`config.mk`:
```
export PLATFORM = sky130hd
export DESIGN_NAME = ofr_regs
export DESIGN_NICKNAME = d
export VERILOG_FILES = /design/src/design/ofr_pkg.sv /design/src/design/ofr_link_sync.sv /design/src/design/ofr_regs.sv
export SDC_FILE = /design/constraint.sdc
export NUM_CORES = 1
export LEC_CHECK = 0
export ABC_AREA = 1
export ABC_CLOCK_PERIOD_IN_PS = 2690
export BUFFER_PORTS_ARGS = -buffer_cell sky130_fd_sc_hd__buf_4
export CAP_MARGIN = 30
export CORE_MARGIN = 10
export CORE_UTILIZATION = 45
export DETAILED_ROUTE_END_ITERATION = 8
export PLACE_DENSITY = 0.68
export SETUP_SLACK_MARGIN = 0.1
export SYNTH_ARGS = -nofsm -noshare
export SYNTH_HDL_FRONTEND = slang
export SYNTH_HIERARCHICAL = 1
export SYNTH_SLANG_ARGS = --single-unit
```
`constraint.sdc`:
```
create_clock -name clk_in -period 2.69 [get_ports clk_in]
set_clock_uncertainty 0.15 [all_clocks]
set_input_delay 0.538 -clock clk_in [delete_from_list [all_inputs] [get_ports clk_in]]
set_output_delay 0.538 -clock clk_in [all_outputs]
set_load 0.005 [all_outputs]
```
`src/design/ofr_pkg.sv`:
```
/*
  Constants, types and the latency lookup for the octal flash register
  access block.
  Assumes: a 250 MHz system clock and a host-driven serial link.
*/
package ofr_pkg;

  // ****************************************
  // clock and timing
  // ****************************************
  localparam int CLK_MHZ = 250;
  localparam int OP_TIME_NS = 4000;
  localparam int OP_CYCLES = (OP_TIME_NS * CLK_MHZ) / 1000;

  // ****************************************
  // command codes
  // ****************************************
  localparam logic [7:0] CMD_WREN = 8'h06;
  localparam logic [7:0] CMD_WRDI = 8'h04;
  localparam logic [7:0] CMD_RDSR = 8'h05;
  localparam logic [7:0] CMD_RDREG = 8'h65;
  localparam logic [7:0] CMD_WRREG = 8'h71;
  localparam logic [7:0] CMD_RSTEN = 8'h66;
  localparam logic [7:0] CMD_RST = 8'h99;
  localparam logic [7:0] CMD_CLSR = 8'h82;
  localparam logic [7:0] CMD_SFDP = 8'h5a;
  localparam logic [7:0] CMD_PP = 8'h12;
  localparam logic [7:0] CMD_SE4K = 8'h21;
  localparam logic [7:0] CMD_CE = 8'h60;

  // ****************************************
  // register map
  // ****************************************
  localparam logic [23:0] VOL_BASE = 24'h800000;
  localparam logic [23:0] NV_BASE = 24'h000000;
  localparam logic [23:0] REG_STAT1 = 24'h000000;
  localparam logic [23:0] REG_CFG2 = 24'h000003;
  localparam int ADDR_BYTES = 3;
  localparam int BIT_BUSY = 0;
  localparam int BIT_WEL = 1;
  localparam int BIT_EFAIL = 5;
  localparam int BIT_PFAIL = 6;
  localparam int LAT_LSB = 0;
  localparam int LAT_W = 4;
  localparam logic [7:0] CFG2_RESET = 8'h08;

  // ****************************************
  // latency settings
  // ****************************************
  localparam logic [4:0] VOL_DUMMY_OCT = 5'h03;
  localparam logic [4:0] VOL_DUMMY_SPI = 5'h00;
  localparam logic [4:0] NV_DUMMY_SPI = 5'h08;
  localparam logic [3:0] LAT_CODE_200 = 4'ha;
  localparam logic [3:0] LAT_CODE_166 = 4'h8;
  localparam logic [3:0] LAT_CODE_133 = 4'h5;
  localparam logic [3:0] LAT_CODE_100 = 4'h3;
  localparam logic [4:0] LAT_CYC_200 = 5'h17;
  localparam logic [4:0] LAT_CYC_166 = 5'h14;
  localparam logic [4:0] LAT_CYC_133 = 5'h0e;
  localparam logic [4:0] LAT_CYC_100 = 5'h0a;

  // ****************************************
  // types
  // ****************************************
  typedef enum logic [2:0] {
    ST_CMD, ST_ADDR, ST_DUMMY, ST_WDATA, ST_RDATA, ST_DONE, ST_IGNORE
  } ofr_state_t;

  typedef enum logic [1:0] {OP_NONE, OP_PROG, OP_ERASE, OP_NVW} ofr_op_t;

  typedef struct packed {
    logic act;
    logic rise;
    logic fall;
    logic octal;
    logic [7:0] dq;
  } ofr_link_t;

  // wait-state code to latency cycles
  function automatic logic [4:0] lat_cycles(input logic [3:0] code);
    case (code)
      LAT_CODE_200: lat_cycles = LAT_CYC_200;
      LAT_CODE_166: lat_cycles = LAT_CYC_166;
      LAT_CODE_133: lat_cycles = LAT_CYC_133;
      LAT_CODE_100: lat_cycles = LAT_CYC_100;
      default: lat_cycles = {code, 1'b0} + 5'h04;
    endcase
  endfunction

endpackage

```
`src/design/ofr_link_sync.sv`:
```
/*
  Pin synchroniser and serial clock edge finder for the flash link.
  Assumes: link pins are asynchronous to clk_in and the serial clock is
  far slower than clk_in.
*/
`timescale 1ns/1ps
`default_nettype none

module ofr_link_sync (
  // clock and reset
  input wire logic clk_in,
  input wire logic rst_in,
  // pins
  input wire logic cs_n_in,
  input wire logic sck_in,
  input wire logic octal_mode_in,
  input wire logic [7:0] dq_in,
  // events
  output ofr_pkg::ofr_link_t link_out
);

  // ****************************************
  // two-flop synchronisers
  // ****************************************
  logic [10:0] s1_r;
  logic [10:0] s2_r;
  logic sck_d_r;

  always_ff @(posedge clk_in) begin
    if (rst_in) begin
      s1_r <= 11'h001;
      s2_r <= 11'h001;
      sck_d_r <= 1'b0;
    end else begin
      s1_r <= {dq_in, octal_mode_in, sck_in, cs_n_in};
      s2_r <= s1_r;
      sck_d_r <= s2_r[1];
    end
  end

  assign link_out.act = ~s2_r[0];
  assign link_out.rise = ~s2_r[0] & s2_r[1] & ~sck_d_r;
  assign link_out.fall = ~s2_r[0] & ~s2_r[1] & sck_d_r;
  assign link_out.octal = s2_r[2];
  assign link_out.dq = s2_r[10:3];

endmodule

`default_nettype wire

```
`src/design/ofr_regs.sv`:
```
/*
  Register access engine of an octal serial NOR flash: command decode,
  status and latency registers, busy timing and read latency.
  Assumes: single-data-rate framing, the array reports failures on
  prog_fail_in and erase_fail_in in clk_in's domain.
*/
// Function
// - 200 MHz reads use 23 latency cycles, wait-state code 01010b.
// - 166 MHz reads use 20 latency cycles, wait-state code 01000b.
// - 133 MHz reads use 14 latency cycles, wait-state code 00101b.
// - 100 MHz reads use 10 latency cycles, wait-state code 00011b.
// - volatile register copies sit at local address plus 800000h.
// - non-volatile register copies sit at local address plus zero.
// - generic register read and write carry a three-byte address.
// - volatile register reads: 3 latency cycles octal, none single-wire.
// - non-volatile reads use configured latency octal, 8 latency cycles single-wire.
// - busy bit is read-only bit 0 of status one.
// - write latch is bit 1 of status one, set by 06h.
// - program failure flag at bit 6, zero unless last program failed.
// - erase failure flag at bit 5, zero unless last erase failed.
// - 4-bit latency field at bit 0 of configuration two, 71h/65h.
// - discoverable-parameter read accepted in octal mode.
// - 4 KB and chip erase supported, 32 KB erase not.
// - reset-enable then reset supported; no combined protocol reset.
// - clear-status command clears error flags; no flag-status read.
// - no wrapped burst read or wrap setup command.
`timescale 1ns/1ps
`default_nettype none

module ofr_regs #(
  parameter int OP_CYCLES = ofr_pkg::OP_CYCLES
) (
  // clock and reset
  input wire logic clk_in,
  input wire logic rst_in,
  // serial link
  input wire logic cs_n_in,
  input wire logic sck_in,
  input wire logic octal_mode_in,
  input wire logic [7:0] dq_in,
  output logic [7:0] dq_out,
  output logic dq_oe_n_out,
  // array results
  input wire logic prog_fail_in,
  input wire logic erase_fail_in,
  // state
  output logic op_busy_flag_out,
  output logic write_latch_flag_out,
  output logic [3:0] latency_code_out
);

  // ****************************************
  // link front end
  // ****************************************
  ofr_pkg::ofr_link_t lk;

  ofr_link_sync u_sync (
    .clk_in(clk_in),
    .rst_in(rst_in),
    .cs_n_in(cs_n_in),
    .sck_in(sck_in),
    .octal_mode_in(octal_mode_in),
    .dq_in(dq_in),
    .link_out(lk)
  );

  // ****************************************
  // state
  // ****************************************
  ofr_pkg::ofr_state_t st_r, st_nxt;
  ofr_pkg::ofr_op_t op_r;
  logic act_d_r;
  logic [2:0] bcnt_r;
  logic [6:0] sh_r;
  logic [7:0] cmd_r;
  logic [23:0] addr_r;
  logic [1:0] acnt_r;
  logic [4:0] dcnt_r;
  logic [4:0] dlen_r;
  logic [7:0] wdat_r;
  logic [2:0] obit_r;
  logic [7:0] dq_r;
  logic oe_n_r;
  logic busy_r;
  logic wel_r;
  logic pfail_r;
  logic efail_r;
  logic arm_r;
  logic [7:0] cfg_nv_r;
  logic [7:0] cfg_v_r;
  logic [7:0] nvdat_r;
  logic [15:0] tmr_r;

  // ****************************************
  // byte assembly and decode
  // ****************************************
  wire rx_st = (st_r == ofr_pkg::ST_CMD) | (st_r == ofr_pkg::ST_ADDR)
               | (st_r == ofr_pkg::ST_WDATA);
  wire byte_done = lk.rise & rx_st & (lk.octal | (bcnt_r == 3'h7));
  wire [7:0] rx_byte = lk.octal ? lk.dq : {sh_r, lk.dq[0]};
  wire [23:0] addr_nxt = {addr_r[15:0], rx_byte};
  wire addr_last = byte_done & (st_r == ofr_pkg::ST_ADDR)
                   & (acnt_r == 2'(ofr_pkg::ADDR_BYTES - 1));
  wire nxt_vol = addr_nxt >= ofr_pkg::VOL_BASE;
  wire is_vol = addr_r >= ofr_pkg::VOL_BASE;
  wire [23:0] loc = addr_r - (is_vol ? ofr_pkg::VOL_BASE : ofr_pkg::NV_BASE);
  wire [3:0] lat_code = cfg_v_r[ofr_pkg::LAT_LSB +: ofr_pkg::LAT_W];
  wire [4:0] nv_dummy = lk.octal ? ofr_pkg::lat_cycles(lat_code)
                                 : ofr_pkg::NV_DUMMY_SPI;
  wire [4:0] vol_dummy = lk.octal ? ofr_pkg::VOL_DUMMY_OCT
                                  : ofr_pkg::VOL_DUMMY_SPI;
  wire [4:0] rd_dummy = (cmd_r == ofr_pkg::CMD_SFDP) ? ofr_pkg::NV_DUMMY_SPI
                        : (nxt_vol ? vol_dummy : nv_dummy);

  // ****************************************
  // read data
  // ****************************************
  logic [7:0] stat;
  always_comb begin
    stat = 8'h00;
    stat[ofr_pkg::BIT_BUSY] = busy_r;
    stat[ofr_pkg::BIT_WEL] = wel_r;
    stat[ofr_pkg::BIT_EFAIL] = efail_r;
    stat[ofr_pkg::BIT_PFAIL] = pfail_r;
  end

  wire loc_stat = loc == ofr_pkg::REG_STAT1;
  wire loc_cfg = loc == ofr_pkg::REG_CFG2;
  wire is_rdreg = cmd_r == ofr_pkg::CMD_RDREG;
  wire [7:0] rd_val = (cmd_r == ofr_pkg::CMD_RDSR) ? stat
                      : (is_rdreg & loc_stat) ? stat
                      : (is_rdreg & loc_cfg) ? (is_vol ? cfg_v_r : cfg_nv_r)
                      : 8'h00;

  // ****************************************
  // frame state machine
  // ****************************************
  always_comb begin
    st_nxt = st_r;
    if (!lk.act) begin
      st_nxt = ofr_pkg::ST_CMD;
    end else begin
      case (st_r)
        ofr_pkg::ST_CMD: begin
          if (byte_done) begin
            case (rx_byte)
              ofr_pkg::CMD_WREN, ofr_pkg::CMD_WRDI, ofr_pkg::CMD_RSTEN,
              ofr_pkg::CMD_RST, ofr_pkg::CMD_CLSR, ofr_pkg::CMD_CE: begin
                st_nxt = ofr_pkg::ST_DONE;
              end
              ofr_pkg::CMD_RDSR: begin
                st_nxt = ofr_pkg::ST_RDATA;
              end
              ofr_pkg::CMD_RDREG, ofr_pkg::CMD_WRREG, ofr_pkg::CMD_PP,
              ofr_pkg::CMD_SE4K, ofr_pkg::CMD_SFDP: begin
                st_nxt = ofr_pkg::ST_ADDR;
              end
              default: begin
                st_nxt = ofr_pkg::ST_IGNORE;
              end
            endcase
          end
        end
        ofr_pkg::ST_ADDR: begin
          if (addr_last) begin
            case (cmd_r)
              ofr_pkg::CMD_RDREG, ofr_pkg::CMD_SFDP: begin
                st_nxt = (rd_dummy == 5'h00) ? ofr_pkg::ST_RDATA : ofr_pkg::ST_DUMMY;
              end
              ofr_pkg::CMD_SE4K: begin
                st_nxt = ofr_pkg::ST_DONE;
              end
              default: begin
                st_nxt = ofr_pkg::ST_WDATA;
              end
            endcase
          end
        end
        ofr_pkg::ST_DUMMY: begin
          if (lk.rise && dcnt_r == 5'h01) begin
            st_nxt = ofr_pkg::ST_RDATA;
          end
        end
        ofr_pkg::ST_WDATA: begin
          if (byte_done && cmd_r == ofr_pkg::CMD_WRREG) begin
            st_nxt = ofr_pkg::ST_DONE;
          end
        end
        default: begin
          st_nxt = st_r;
        end
      endcase
    end
  end

  always_ff @(posedge clk_in) begin
    if (rst_in) begin
      st_r <= ofr_pkg::ST_CMD;
      act_d_r <= 1'b0;
      bcnt_r <= 3'h0;
      sh_r <= 7'h00;
      cmd_r <= 8'h00;
      addr_r <= 24'h000000;
      acnt_r <= 2'h0;
      dcnt_r <= 5'h00;
      dlen_r <= 5'h00;
      wdat_r <= 8'h00;
    end else begin
      st_r <= st_nxt;
      act_d_r <= lk.act;
      bcnt_r <= !lk.act ? 3'h0 : (lk.rise && rx_st) ? bcnt_r + 3'h1 : bcnt_r;
      sh_r <= (lk.rise && rx_st) ? {sh_r[5:0], lk.dq[0]} : sh_r;
      if (byte_done && st_r == ofr_pkg::ST_CMD) begin
        cmd_r <= rx_byte;
        acnt_r <= 2'h0;
      end
      if (byte_done && st_r == ofr_pkg::ST_ADDR) begin
        addr_r <= addr_nxt;
        acnt_r <= acnt_r + 2'h1;
      end
      if (addr_last) begin
        dcnt_r <= rd_dummy;
        dlen_r <= rd_dummy;
      end else if (lk.rise && st_r == ofr_pkg::ST_DUMMY) begin
        dcnt_r <= dcnt_r - 5'h01;
      end
      if (byte_done && st_r == ofr_pkg::ST_WDATA) begin
        wdat_r <= rx_byte;
      end
    end
  end

  // ****************************************
  // read output, changed on falling edges
  // ****************************************
  always_ff @(posedge clk_in) begin
    if (rst_in || !lk.act) begin
      obit_r <= 3'h0;
      dq_r <= 8'h00;
      oe_n_r <= 1'b1;
    end else if (lk.fall && st_r == ofr_pkg::ST_RDATA) begin
      obit_r <= obit_r + 3'h1;
      dq_r <= lk.octal ? rd_val : {6'h00, rd_val[~obit_r], 1'b0};
      oe_n_r <= 1'b0;
    end
  end

  // ****************************************
  // command execution at frame end
  // ****************************************
  wire frame_end = act_d_r & ~lk.act;
  wire done_ok = frame_end & ((st_r == ofr_pkg::ST_DONE)
                 | (st_r == ofr_pkg::ST_WDATA && cmd_r == ofr_pkg::CMD_PP));
  wire ex_wren = done_ok & (cmd_r == ofr_pkg::CMD_WREN);
  wire ex_wrdi = done_ok & (cmd_r == ofr_pkg::CMD_WRDI);
  wire ex_clsr = done_ok & (cmd_r == ofr_pkg::CMD_CLSR);
  wire ex_rst = done_ok & (cmd_r == ofr_pkg::CMD_RST) & arm_r & ~busy_r;
  wire wr_ok = done_ok & wel_r & ~busy_r;
  wire ex_wrv = wr_ok & (cmd_r == ofr_pkg::CMD_WRREG) & loc_cfg & is_vol;
  wire ex_wrnv = wr_ok & (cmd_r == ofr_pkg::CMD_WRREG) & loc_cfg & ~is_vol;
  wire ex_prog = wr_ok & (cmd_r == ofr_pkg::CMD_PP);
  wire ex_erase = wr_ok & ((cmd_r == ofr_pkg::CMD_SE4K) | (cmd_r == ofr_pkg::CMD_CE));
  wire op_end = busy_r & (tmr_r == 16'h0000);

  always_ff @(posedge clk_in) begin
    if (rst_in) begin
      busy_r <= 1'b0;
      wel_r <= 1'b0;
      pfail_r <= 1'b0;
      efail_r <= 1'b0;
      arm_r <= 1'b0;
      op_r <= ofr_pkg::OP_NONE;
      tmr_r <= 16'h0000;
      nvdat_r <= 8'h00;
      cfg_nv_r <= ofr_pkg::CFG2_RESET;
      cfg_v_r <= ofr_pkg::CFG2_RESET;
    end else begin
      if (done_ok) begin
        arm_r <= cmd_r == ofr_pkg::CMD_RSTEN;
      end
      if (ex_wren) begin
        wel_r <= 1'b1;
      end else if (ex_wrdi || ex_wrv || ex_rst || op_end) begin
        wel_r <= 1'b0;
      end
      if (ex_rst) begin
        cfg_v_r <= cfg_nv_r;
      end else if (ex_wrv) begin
        cfg_v_r <= wdat_r;
      end else if (op_end && op_r == ofr_pkg::OP_NVW) begin
        cfg_v_r <= nvdat_r;
      end
      if (op_end && op_r == ofr_pkg::OP_NVW) begin
        cfg_nv_r <= nvdat_r;
      end
      // completion wins over a clear in the same cycle
      if (op_end && op_r == ofr_pkg::OP_PROG) begin
        pfail_r <= prog_fail_in;
      end else if (ex_clsr || ex_rst) begin
        pfail_r <= 1'b0;
      end
      if (op_end && op_r == ofr_pkg::OP_ERASE) begin
        efail_r <= erase_fail_in;
      end else if (ex_clsr || ex_rst) begin
        efail_r <= 1'b0;
      end
      if (ex_prog || ex_erase || ex_wrnv) begin
        busy_r <= 1'b1;
        tmr_r <= 16'(OP_CYCLES - 1);
        nvdat_r <= wdat_r;
        op_r <= ex_prog ? ofr_pkg::OP_PROG : ex_erase ? ofr_pkg::OP_ERASE : ofr_pkg::OP_NVW;
      end else if (op_end) begin
        busy_r <= 1'b0;
        op_r <= ofr_pkg::OP_NONE;
      end else if (busy_r) begin
        tmr_r <= tmr_r - 16'h0001;
      end
    end
  end

  assign dq_out = dq_r;
  assign dq_oe_n_out = oe_n_r;
  assign op_busy_flag_out = busy_r;
  assign write_latch_flag_out = wel_r;
  assign latency_code_out = lat_code;
endmodule

`default_nettype wire

```
# == After elaboration in Yosys (flattened, before gate mapping) ==
# Index checks and enable logic that the tools add are counted.
# W data, S select, Z words.
# totals
ff_bits,143
latchBits,0
ram_bits,0
mem_bits_ro,0
word_cells,203
memories,0
# classes
addsub,7
n_mul,0
n_div,0
magnitude_cmp,3
eq_ne,45
n_shift,0
n_mux,43
n_bitwise,39
n_reduce_logical,40
# op_table
operator,n
$eq A8 B7 Y1 const B,10
$mux W8,9
$eq A8 B3 Y1 const B,6
$ge A24 B24 Y1 const B,2
$eq A8 B8 Y1 const B,4
$mux W10,3
$and A1 B1 Y1,27
$mux W5,5
$eq A24 B2 Y1 const B,1
$logic_not A24 Y1,1
$mux W24,1
$sub A24 B24 Y24,1
$pmux W5 S4,1
$eq A8 B5 Y1 const B,2
$eq A8 B6 Y1 const B,2
$logic_not A16 Y1,1
$sub A16 B1 Y16 const B,1
$mux W3,5
$reduce_bool A2 Y1,7
$logic_and A1 B1 Y1,12
$mux W2,6
$pmux W3 S4,1
$eq A3 B3 Y1 const B,3
$mux W1,9
31 further kinds,57

# == Depth between registers and ports, before layout ==
# Gate-level depths: netlist (run 1).
# depth
ltp_word,14
mapped_depth,16
mapped_depth_nobuf,16

# == By module ==
# The synthesis (run 1) kept the hierarchy.
# by_module_without_submodules
mod,instances,cells_per_inst,area_each_um2,seq_area_each_um2
ofr_regs,1,905,6229.7,2402.3
ofr_link_sync,1,83,739.5,460.4

# == Least setup slack after synthesis (run 1) ==
# No wires, ideal clock.
# synth_timing
path_kind,register to register
startpoint,reg u_sync.s2_r[0]
endpoint,reg st_r[1]
setup_time_ns,0.119
arrival_ns,1.678
required_ns,2.421
slack_ns,0.742
stages_incl_launch_ff,17
n_path_buf,0
period_less_slack_ns,1.948
path_cell_list,dfxtp_1 inv_1 nand2_1 nor2_1 inv_1 nor2_1 nand2_2 inv_2 o21ai_2 nor2_4 nand2_2 nand2_1 nand3_1 nor2_1 inv_1 a21oi_1 a21oi_1
# synth_lines
element,line,text
"start, declared",ofr_link_sync.sv:26,logic [10:0] s2_r;
"start signal, assigned",ofr_link_sync.sv:36,s2_r <= s1_r;
"end signal, assigned",ofr_regs.sv:198,st_r <= ofr_pkg::ST_CMD;
"end signal, assigned",ofr_regs.sv:209,st_r <= st_nxt;
"end, declared",ofr_regs.sv:70,"ofr_pkg::ofr_state_t st_r, st_nxt;"

# == Worst setup path after layout (run 1) ==
# layout_timing
startpoint,reg u_sync.s2_r[2]
endpoint,reg st_r[2]
# layout_via
elab_chain_len,9
word_cells_on_any_way,36
# layout_rtl
element,line,text
$mux W8,ofr_regs.sv:100,"wire [7:0] rx_byte = lk.octal ? lk.dq : {sh_r, lk.dq[0]};"
$ge A24 B24 Y1,ofr_regs.sv:104,wire nxt_vol = addr_nxt >= ofr_pkg::VOL_BASE;
$mux W5,ofr_regs.sv:113,: (nxt_vol ? vol_dummy : nv_dummy);
$mux W5,ofr_regs.sv:112,wire [4:0] rd_dummy = (cmd_r == ofr_pkg::CMD_SFDP) ? ofr_pkg::NV_DUMMY_SPI
$logic_not A5 Y1,ofr_regs.sv:168,st_nxt = (rd_dummy == 5'h00) ? ofr_pkg::ST_RDATA : ofr_pkg::ST_DUMMY;
$mux W3,ofr_regs.sv:168,
$pmux W3 S2,ofr_regs.sv:166,case (cmd_r)
$mux W3,ofr_regs.sv:165,if (addr_last) begin
$pmux W3 S4,ofr_regs.sv:143,case (st_r)
# Parallel ways exist; a longest one is shown, timed or not. The select of a mux whose other input is x is not followed.
# A chain may end at the register's enable or synchronous reset.

==> results of run 1 <==
metal layers:
metal	track usage, %	vias to the layer above	routed length, um
li1	-	3261	-
met1	21.9	2801	8070
met2	26.7	169	7630
met3	3.25	39	859
met4	7.02	0	381
met5	0	-	0
state kept, by name, summed over array words and instances, names as in the netlist, 2 cells and up:
register	cells
obit_r	3
acnt_r	2
op_r	2
tmr_r	16
addr_r	24
dq_out	8
wdat_r	8
st_r	3
u_sync/s2_r	11
cfg_v_r	8
cfg_nv_r	8
u_sync/s1_r	11
sh_r	7
dcnt_r	5
bcnt_r	3
nvdat_r	8
cmd_r	8
layout by cell type (no fill, tap or decap), types with 3 or more instances in the layout:
| cell | n |
|---|---|
| nand2_2 | 4 |
| a211oi_1 | 8 |
| nand4_1 | 17 |
| nand3b_1 | 3 |
| nand2_1 | 136 |
| ha_1 | 8 |
| nor4_1 | 4 |
| or2_1 | 3 |
| inv_1 | 137 |
| clkinvlp_4 | 5 |
| bufinv_16 | 5 |
| nor2_2 | 5 |
| o21ai_1 | 7 |
| buf_4 | 48 |
| a21oi_1 | 80 |
| nand3_1 | 67 |
| xor2_1 | 10 |
| nor2_1 | 132 |
| nand2_4 | 3 |
| inv_2 | 8 |
| o211ai_1 | 4 |
| clkbuf_16 | 17 |
| a31oi_1 | 6 |
| o21ai_0 | 101 |
| nand3_2 | 4 |
| nor3_1 | 17 |
| inv_6 | 3 |
| or2_2 | 3 |
| dfxtp_1 | 142 |
| o21ai_2 | 6 |
worst max-delay path by stage:
stage	startpoint	endpoint	slack [ns]	depth (start not counted)
final	u_sync/s2_r[2]	st_r[2]	0.25	11
after global routing	u_sync/s2_r[0]	addr_r[15]	0.06	13
after CTS	u_sync/s2_r[0]	st_r[1]	0.21	16
after detailed placement	u_sync/s2_r[2]	st_r[2]	0.11	11
after global placement	u_sync/s2_r[2]	st_r[2]	0.14	11
after floorplan	u_sync/s2_r[0]	st_r[1]	0.74	16
what timing repair did:
item	in CTS	in global routing
pin swaps	0	3
setup buffers	0	5
hold buffers	0	0
resized for setup	1	6
endpoints found under the setup margin	1	18
power by group through the flow:
| stage | combinational [mW] | sequential [mW] | clock [mW] |
|---|---|---|---|
| floorplan | 0.0875 | 2.19 | 0 |
| global placement | 0.119 | 2.19 | 0 |
| detailed placement | 0.119 | 2.19 | 0 |
| CTS | 0.120 | 2.14 | 2.65 |
| global route | 0.138 | 2.15 | 2.75 |
| finish | 0.120 | 2.14 | 2.61 |
cells by family after synthesis:
logic type	count (synthesis)	synth area share [%]
compound gates	222	17.3
flops	143	41.1
xor+xnor	12	1.51
buf+inv	192	11.8
simple gates	411	26.9
fa+ha+maj	8	1.44
metrics by stage:
step                worst slack, ns  area (sq um)
floorplan                     0.742          6970
global placement              0.137          7280
detailed placement            0.113          7280
CTS                           0.214          7940
global route                 0.0632          8000
finish                        0.251          8000
layout make-up:
type,count,area [sq um]
Clock buffer,20,457
Clock inverter,12,205
Fill cell,1512,7200
Inverter,148,561
Multi-Input combinational cell,653,3300
Sequential cell,143,2860
Tap cell,188,235
Timing Repair Buffer,49,380
==> reports/results.tsv, run 1 <==
metric	value	unit
Setup-failing EPs final	0	
antenna violations before repair	0	
DRC errors left	0	
max incr delay on CP	0.51	ns
I/O Buffers	29	
EDFF count, synth	0	
Nets	1035	
status	complete, no violations	
Hold Fails Final Rpt	0	
largest cells by area after synthesis	dfxtp_1, inv_1, nand2_1	
Worst EP arrival	2.64	ns
sequential power share	44.0	%
clk_lat worst skew	0.42	ns
clk root buf	clkbuf_16	
switch share	20.6	%
drt wl/cell	14.0	um
H-tree Lvls	4	
Util after Layout	52.6	%
Hold Startpoint	cs_n_in	
Pleak	3.52	nW
WS Path Type	reg -> reg	
clock-pin slew on the worst setup and hold paths	0.06	ns
Synth async-reset ratio	0	%
Yosys top cell by area	dfxtp_1	
Post-Synthesis Cells	988	
TritonRoute pass-1 iters	7	
die area	0.0209	sq mm
clk sinks	143	
Reg2Reg Launch Point	u_sync/s2_r[2]	
WP buf/inv	2	
Crit. End Element	flip-flop	
clock buffer count from CTS	17	
Final min period	2.44	ns
Starting Density	45.8	%
syn nets	1011	
most frequent cells after synthesis	dfxtp_1, inv_1, nand2_1	
Worst EP required	2.89	ns
RSZ-0062 raised after global routing	yes	
Vias	6270	
Unique masters post-synth	49	
Fin Hold WS	0.141	ns
First DRT Iteration DRCs	515	
P&R area growth vs syn	14.8	%
crit path max fanout	12	
Max Cap Violations	0	
Post-Route Setup TNS	0	ns
cell row count	45	
Power Internal	3.88	mW
layout cells sized above 1	12.2	%
post-route ant nets	0	
Core Box Area	0.0152	sq mm
largest net degree at the start of global routing	75	
Bufs on Longest Clock Path	2	
Layout Cells excl Fill	1213	
Mapped Area	0.00697	sq mm
period utilization	90.7	%
hold depth	2	
power per cell area	610	mW/mm^2
RR Endpoint	st_r[2]	
Synthesis Warnings	6	
Overflow after GRT	0	
CP max-delay cell	dfxtp_2	
Critical Path Start Type	flip-flop	
R2R setup slack	0.25	ns
area fraction of the dominant cell type after synthesis	41.1	%
post-synthesis sequential area ratio	41.1	%
Final Wtd Congestion	0.862	
P_sw	1.00	mW
die height	144	um
Min-Delay Endpoint	u_sync/s1_r[0]	
ordered cell list for the critical path	inv_2, or2_0, o21ai_0, inv_1, nor2_1, nand2_1, nor3_1, nor2_1, nand2_1, nand3_1, a21oi_1	
Die X	144	um
cell with the most instances after synthesis	dfxtp_1	
total power	4.88	mW
combinational share of power	2.5	%
clock power share	53.6	%
post-DP HPWL	12200	um
# diodes	0	
f_max	0.410	GHz
TritonCTS clock tree	yes	
first-pass GRT wire length	28200	um
Synth Register Bits	143	
I/O pin cnt	30	
worst vdd ir	0.000413	V
fin. max-slew vios	0	
Syn Area/Cell	7.05	sq um
worst slew pin tran	0.626	ns
family with the most delay on the worst path	simple AND/OR/NAND/NOR gates	
# placed instances	1176	
number of global-route vias before repair	5863	
HP Class	in -> reg	
Primary FF master, synth	dfxtp_1	
wirelength, routed	16900	um
via/cell ratio	5.17	
max_slew headroom	58.0	%
total track usage	16.8	%
R2R cell count	11	
Power figures use the tool's default switching activity.
==> run 2: changes to the inputs <==
- ABC_AREA: 1 -> not set
- SYNTH_HIERARCHICAL: 1 -> not set
==> reports/results.tsv, run 2 <==
metric	value	unit
clock-pin slew on the worst setup and hold paths	0.06	ns
post-DP HPWL	10900	um
worst vdd ir	0.000531	V
WS Path Type	reg -> reg	
Crit. End Element	flip-flop	
power per cell area	596	mW/mm^2
Final min period	2.60	ns
number of global-route vias before repair	5046	
worst slew pin tran	0.684	ns
clock buffer count from CTS	17	
largest net degree at the start of global routing	68	
Pleak	3.11	nW
status	complete, no violations	
Mapped Area	0.00658	sq mm
max_slew headroom	54.4	%
die area	0.0199	sq mm
P&R area growth vs syn	19.3	%
DRC errors left	0	
total track usage	15.4	%
post-route ant nets	0	
RSZ-0062 raised after global routing	yes	
Final Wtd Congestion	0.888	
clk_lat worst skew	0.43	ns
clk root buf	clkbuf_16	
via/cell ratio	5.38	
wirelength, routed	15300	um
Syn Area/Cell	8.49	sq um
Synthesis Warnings	0	
Layout Cells excl Fill	1017	
Reg with most FFs	addr_r	
Vias	5473	
Bufs on Longest Clock Path	2	
Setup-failing EPs final	0	
switch share	21.6	%
# diodes	0	
Starting Density	45.6	%
drt wl/cell	15.1	um
TritonCTS clock tree	yes	
layout cells sized above 1	17.2	%
combinational share of power	1.9	%
hold buffer count at CTS	0	
Worst EP arrival	2.76	ns
largest cells by area after synthesis	dfxtp_1, mux2i_1, nor2_1	
Power Internal	3.67	mW
Setup crit start	tmr_r[10]	
Hold Fails Final Rpt	0	
EDFF count, synth	0	
crit path max fanout	8	
Fin Hold WS	0.146	ns
First DRT Iteration DRCs	351	
I/O pin cnt	30	
Hold Startpoint	cs_n_in	
total power	4.68	mW
Synth async-reset ratio	0	%
cell row count	44	
syn nets	798	
commonest cells after routing, fill and taps aside	dfxtp_1, nor2_1, nand2_1	
Post-Synthesis Cells	775	
Unique masters post-synth	75	
most common cell after layout, fill and taps aside	dfxtp_1	
# placed instances	983	
Nets	843	
Yosys top cell by area	dfxtp_1	
clock power share	52.4	%
clk sinks	143	
post-synthesis sequential area ratio	43.5	%
die height	141	um
area fraction of the dominant cell type after synthesis	43.5	%
Post-Route Setup TNS	0	ns
Max Cap Violations	0	
Die X	141	um
first-pass GRT wire length	25100	um
Core Box Area	0.0144	sq mm
max reg flops	24	
H-tree Lvls	4	
antenna violations before repair	0	
Util after Layout	54.4	%
P_sw	1.01	mW
Primary FF master, synth	dfxtp_1	
Reg2Reg Launch Point	tmr_r[10]	
period utilization	96.6	%
cell with the most instances after synthesis	dfxtp_1	
sequential power share	45.7	%
TritonRoute pass-1 iters	5	
Overflow after GRT	0	
HP Class	in -> reg	
largest registers	addr_r (24), tmr_r (16)	
Critical Path Start Type	flip-flop	
I/O Buffers	29	
Worst EP required	2.85	ns
most frequent cells after synthesis	dfxtp_1, nor2_1, nand2_1	
Synth Register Bits	143	
f_max	0.385	GHz
fin. max-slew vios	0	
run 2: changes by cell type in the layout (fill, tap and decap cells not counted), sizes merged, moves of 31 or more:
cell and change:
inv -130, nor2b +31, nand2 -54, mux2i +48, nand3 -58, o21ai -86
run 2: worst paths after layout:
kind,end,slack (ns),depth (start not counted)
worst min register to register,u_sync.s2_r[0],0.26,1
worst min-delay path,u_sync.s1_r[0],0.15,2
worst max-delay path,tmr_r[9],0.09,7
worst max register to register,tmr_r[9],0.09,7
run 2: per-stage QoR:
stage,cell area (sq um),worst slack [ns]
final,7850,0.0925
after global routing,7850,0.0316
after detailed placement,7120,0.0727
after global placement,7120,0.138
after floorplan,6580,0.235
after CTS,7740,0.110
run 2: cells by family (layout without fill, tap and decap cells):
group	count (synthesis)	after routing	synth area share (%)
and+or+nand+nor	352	352	27.1
DFF	143	143	43.5
AOI/OAI and AO/OA	142	142	13.2
buffers and inverters	58	116	3.97
muxes	52	52	7.98
xor gates and xnor gates	20	20	2.66
adders and majority gates	8	8	1.52
run 2: routing by layer:
metal	wire length [um]	track usage [%]	part of all wire [%]	vias to the layer above
met2	7020	24.1	46	102
met3	740	4.00	4.8	19
met1	7380	19.9	48	2538
met5	0	0	0	-
met4	195	5.49	1.3	0
li1	-	-	-	2814
run 2: worst max-delay path, stage by stage, from the launching register on:
cell and delay [ns]:
dfxtp_2 0.32, or4_4 0.56, or4b_4 0.60, o31a_4 0.42
nand3_4 0.12, nor3_1 0.07, xnor2_1 0.16, a21oi_1 0.08
run 2: power groups by stage:
stage / Clock (mW) / Sequential [mW] / Combinational, mW
final: 2.45 / 2.14 / 0.0892
after global placement: 0 / 2.19 / 0.0888
after global routing: 2.59 / 2.14 / 0.0985
after CTS: 2.50 / 2.14 / 0.0891
after floorplan: 0 / 2.18 / 0.0581
after detailed placement: 0 / 2.19 / 0.0888
run 2: layout make-up:
class | instances | area (sq um)
fill | 1377 | 6570
multi-input combinational | 574 | 3550
sequential | 143 | 2870
timing repair buffer | 71 | 533
clock buffer | 19 | 443
tap | 184 | 230
clock inverter | 13 | 176
inverter | 13 | 48.8
run 2: repair_timing:
item,4_1_cts,5_1_grt
resized for setup,0,22
buffers inserted,0,2
endpoints found under the setup margin,3,40
endpoints found under the hold margin,0,0
pin swaps,1,7
cloned,0,0
==> run 3: changes to the inputs <==
- CORE_UTILIZATION: 45 -> 61
- PLACE_DENSITY: 0.68 -> 0.86
==> reports/results.tsv, run 3 (synthesized netlist as in run 2, its figures left out) <==
metric	value	unit
clock buffer count from CTS	17	
die area	0.0153	sq mm
worst vdd ir	0.000673	V
clock-pin slew on the worst setup and hold paths	0.06	ns
commonest cells after routing, fill and taps aside	dfxtp_1, nor2_1, nand2_1	
met3 Use GR	6.38	%
Nets	838	
sequential power share	46.6	%
Hold Fails Final Rpt	0	
Final min period	2.67	ns
max reg flops	24	
switch share	20.5	%
crit path max fanout	6	
met2 Track Usage GR	34.2	%
I/O Buffers	29	
total track usage	21.6	%
cell row count	37	
FILL cells	711	
status	complete, no violations	
Starting Density	63.2	%
layout cells sized above 1	17.0	%
max_slew headroom	49.3	%
WS Path Type	reg -> reg	
DRC errors left	0	
clk_lat worst skew	0.53	ns
TritonCTS clock tree	yes	
M1 GR Usage	26.8	%
Bufs on Longest Clock Path	2	
worst slew pin tran	0.760	ns
die height	124	um
Setup-failing EPs final	0	
Core Box Area	0.0104	sq mm
Crit. End Element	flip-flop	
Power Internal	3.65	mW
RSZ-0062 raised after global routing	yes	
post-DP HPWL	10900	um
HP Class	in -> reg	
First DRT Iteration DRCs	693	
period utilization	99.4	%
Vias	5883	
H-tree Lvls	4	
hold buffer count at CTS	0	
TritonRoute pass-1 iters	9	
Max Cap Violations	0	
wirelength, routed	16600	um
drt wl/cell	17.2	um
power per cell area	594	mW/mm^2
# diodes	0	
Overflow after GRT	0	
Fin Hold WS	0.0344	ns
Worst EP arrival	2.94	ns
most common cell after layout, fill and taps aside	dfxtp_1	
clk sinks	143	
clock power share	51.4	%
Die X	124	um
combinational share of power	2.0	%
global route hottest layer	met2	
largest net degree at the start of global routing	78	
clk root buf	clkbuf_8	
Reg with most FFs	addr_r	
Worst EP required	2.95	ns
P_sw	0.939	mW
number of global-route vias before repair	5537	
post-route ant nets	0	
Pleak	3.08	nW
f_max	0.374	GHz
via/cell ratio	6.10	
I/O pin cnt	30	
largest registers	addr_r (24), tmr_r (16)	
Final Wtd Congestion	0.998	
antenna violations before repair	0	
fin. max-slew vios	0	
first-pass GRT wire length	26500	um
PnR worst setup slack	0.0163	ns
P&R area growth vs syn	17.4	%
post-place setup slack	0.0411	ns
Critical Path Start Type	flip-flop	
run 3: changes by cell type in the layout (fill, tap and decap cells not counted), sizes merged:
cell      change
clkinvlp      -1
clkinv        +3
clkbuf        +3
inv           -5
buf           -5
run 3: power by group through the flow:
stage	combinational (mW)	clock [mW]	sequential (mW)
2_1_floorplan	0.0581	0	2.18
3_3_place_gp	0.0854	0	2.19
3_5_place_dp	0.0880	0	2.19
4_1_cts	0.0889	2.38	2.14
5_1_grt	0.0983	2.48	2.14
6_report	0.0906	2.36	2.14
run 3: final timing paths:
check / cells after the start / slack [ns] / from / end
max: 7 / 0.02 / tmr_r[8] / tmr_r[13]
min: 2 / 0.03 / cs_n_in / u_sync.s1_r[0]
max reg2reg: 7 / 0.02 / tmr_r[8] / tmr_r[13]
min reg2reg: 1 / 0.28 / u_sync.s1_r[0] / u_sync.s2_r[0]
run 3: worst max-delay path, cell delays in order (launching register included):
cell	delay, ns
dfxtp_4	0.35
or4_4	0.54
or4b_4	0.58
o31a_4	0.40
nand3_2	0.16
nor4_1	0.09
xnor2_1	0.20
nor2_1	0.09
run 3: cell type report:
cell class | instances | area (sq um) | area share (%)
inverter | 13 | 48.8 | 0.631
multi-input combinational | 574 | 3540 | 45.9
sequential | 143 | 2870 | 37.2
clock inverter | 10 | 135 | 1.75
clock buffer | 22 | 463 | 5.99
tap | 136 | 170 | 2.20
timing repair buffer | 66 | 495 | 6.41
run 3: per-stage QoR:
| stage | total power [mW] | area (sq um) | setup TNS [ns] | utilization (%) | std cells |
|---|---|---|---|---|---|
| final | 4.59 | 7730 | 0 | 74.2 | 964 |
| after global routing | 4.72 | 7730 | -0.164 | 74.2 | 964 |
| after CTS | 4.61 | 7590 | 0 | 72.9 | 956 |
| after detailed placement | 2.28 | 6980 | 0 | 67.0 | 924 |
| after global placement | 2.27 | 6980 | 0 | 67.0 | 924 |
| after floorplan | 2.24 | 6580 | 0 | - | 775 |
run 3: per-layer routing:
layer | part of all wire (%) | vias up | wire (um)
met5 | 0 | - | 0
met1 | 41 | 2758 | 6750
met3 | 9.1 | 57 | 1520
met4 | 2.4 | 0 | 397
li1 | - | 2776 | -
met2 | 48 | 292 | 7930
run 3: repair_timing:
| action | CTS | global route |
|---|---|---|
| endpoints found under the setup margin | 9 | 41 |
| setup buffers | 0 | 8 |
| resized for setup | 4 | 20 |
| pin swaps | 1 | 10 |
| hold endpoints to repair | 0 | 0 |
| gates cloned | 0 | 0 |
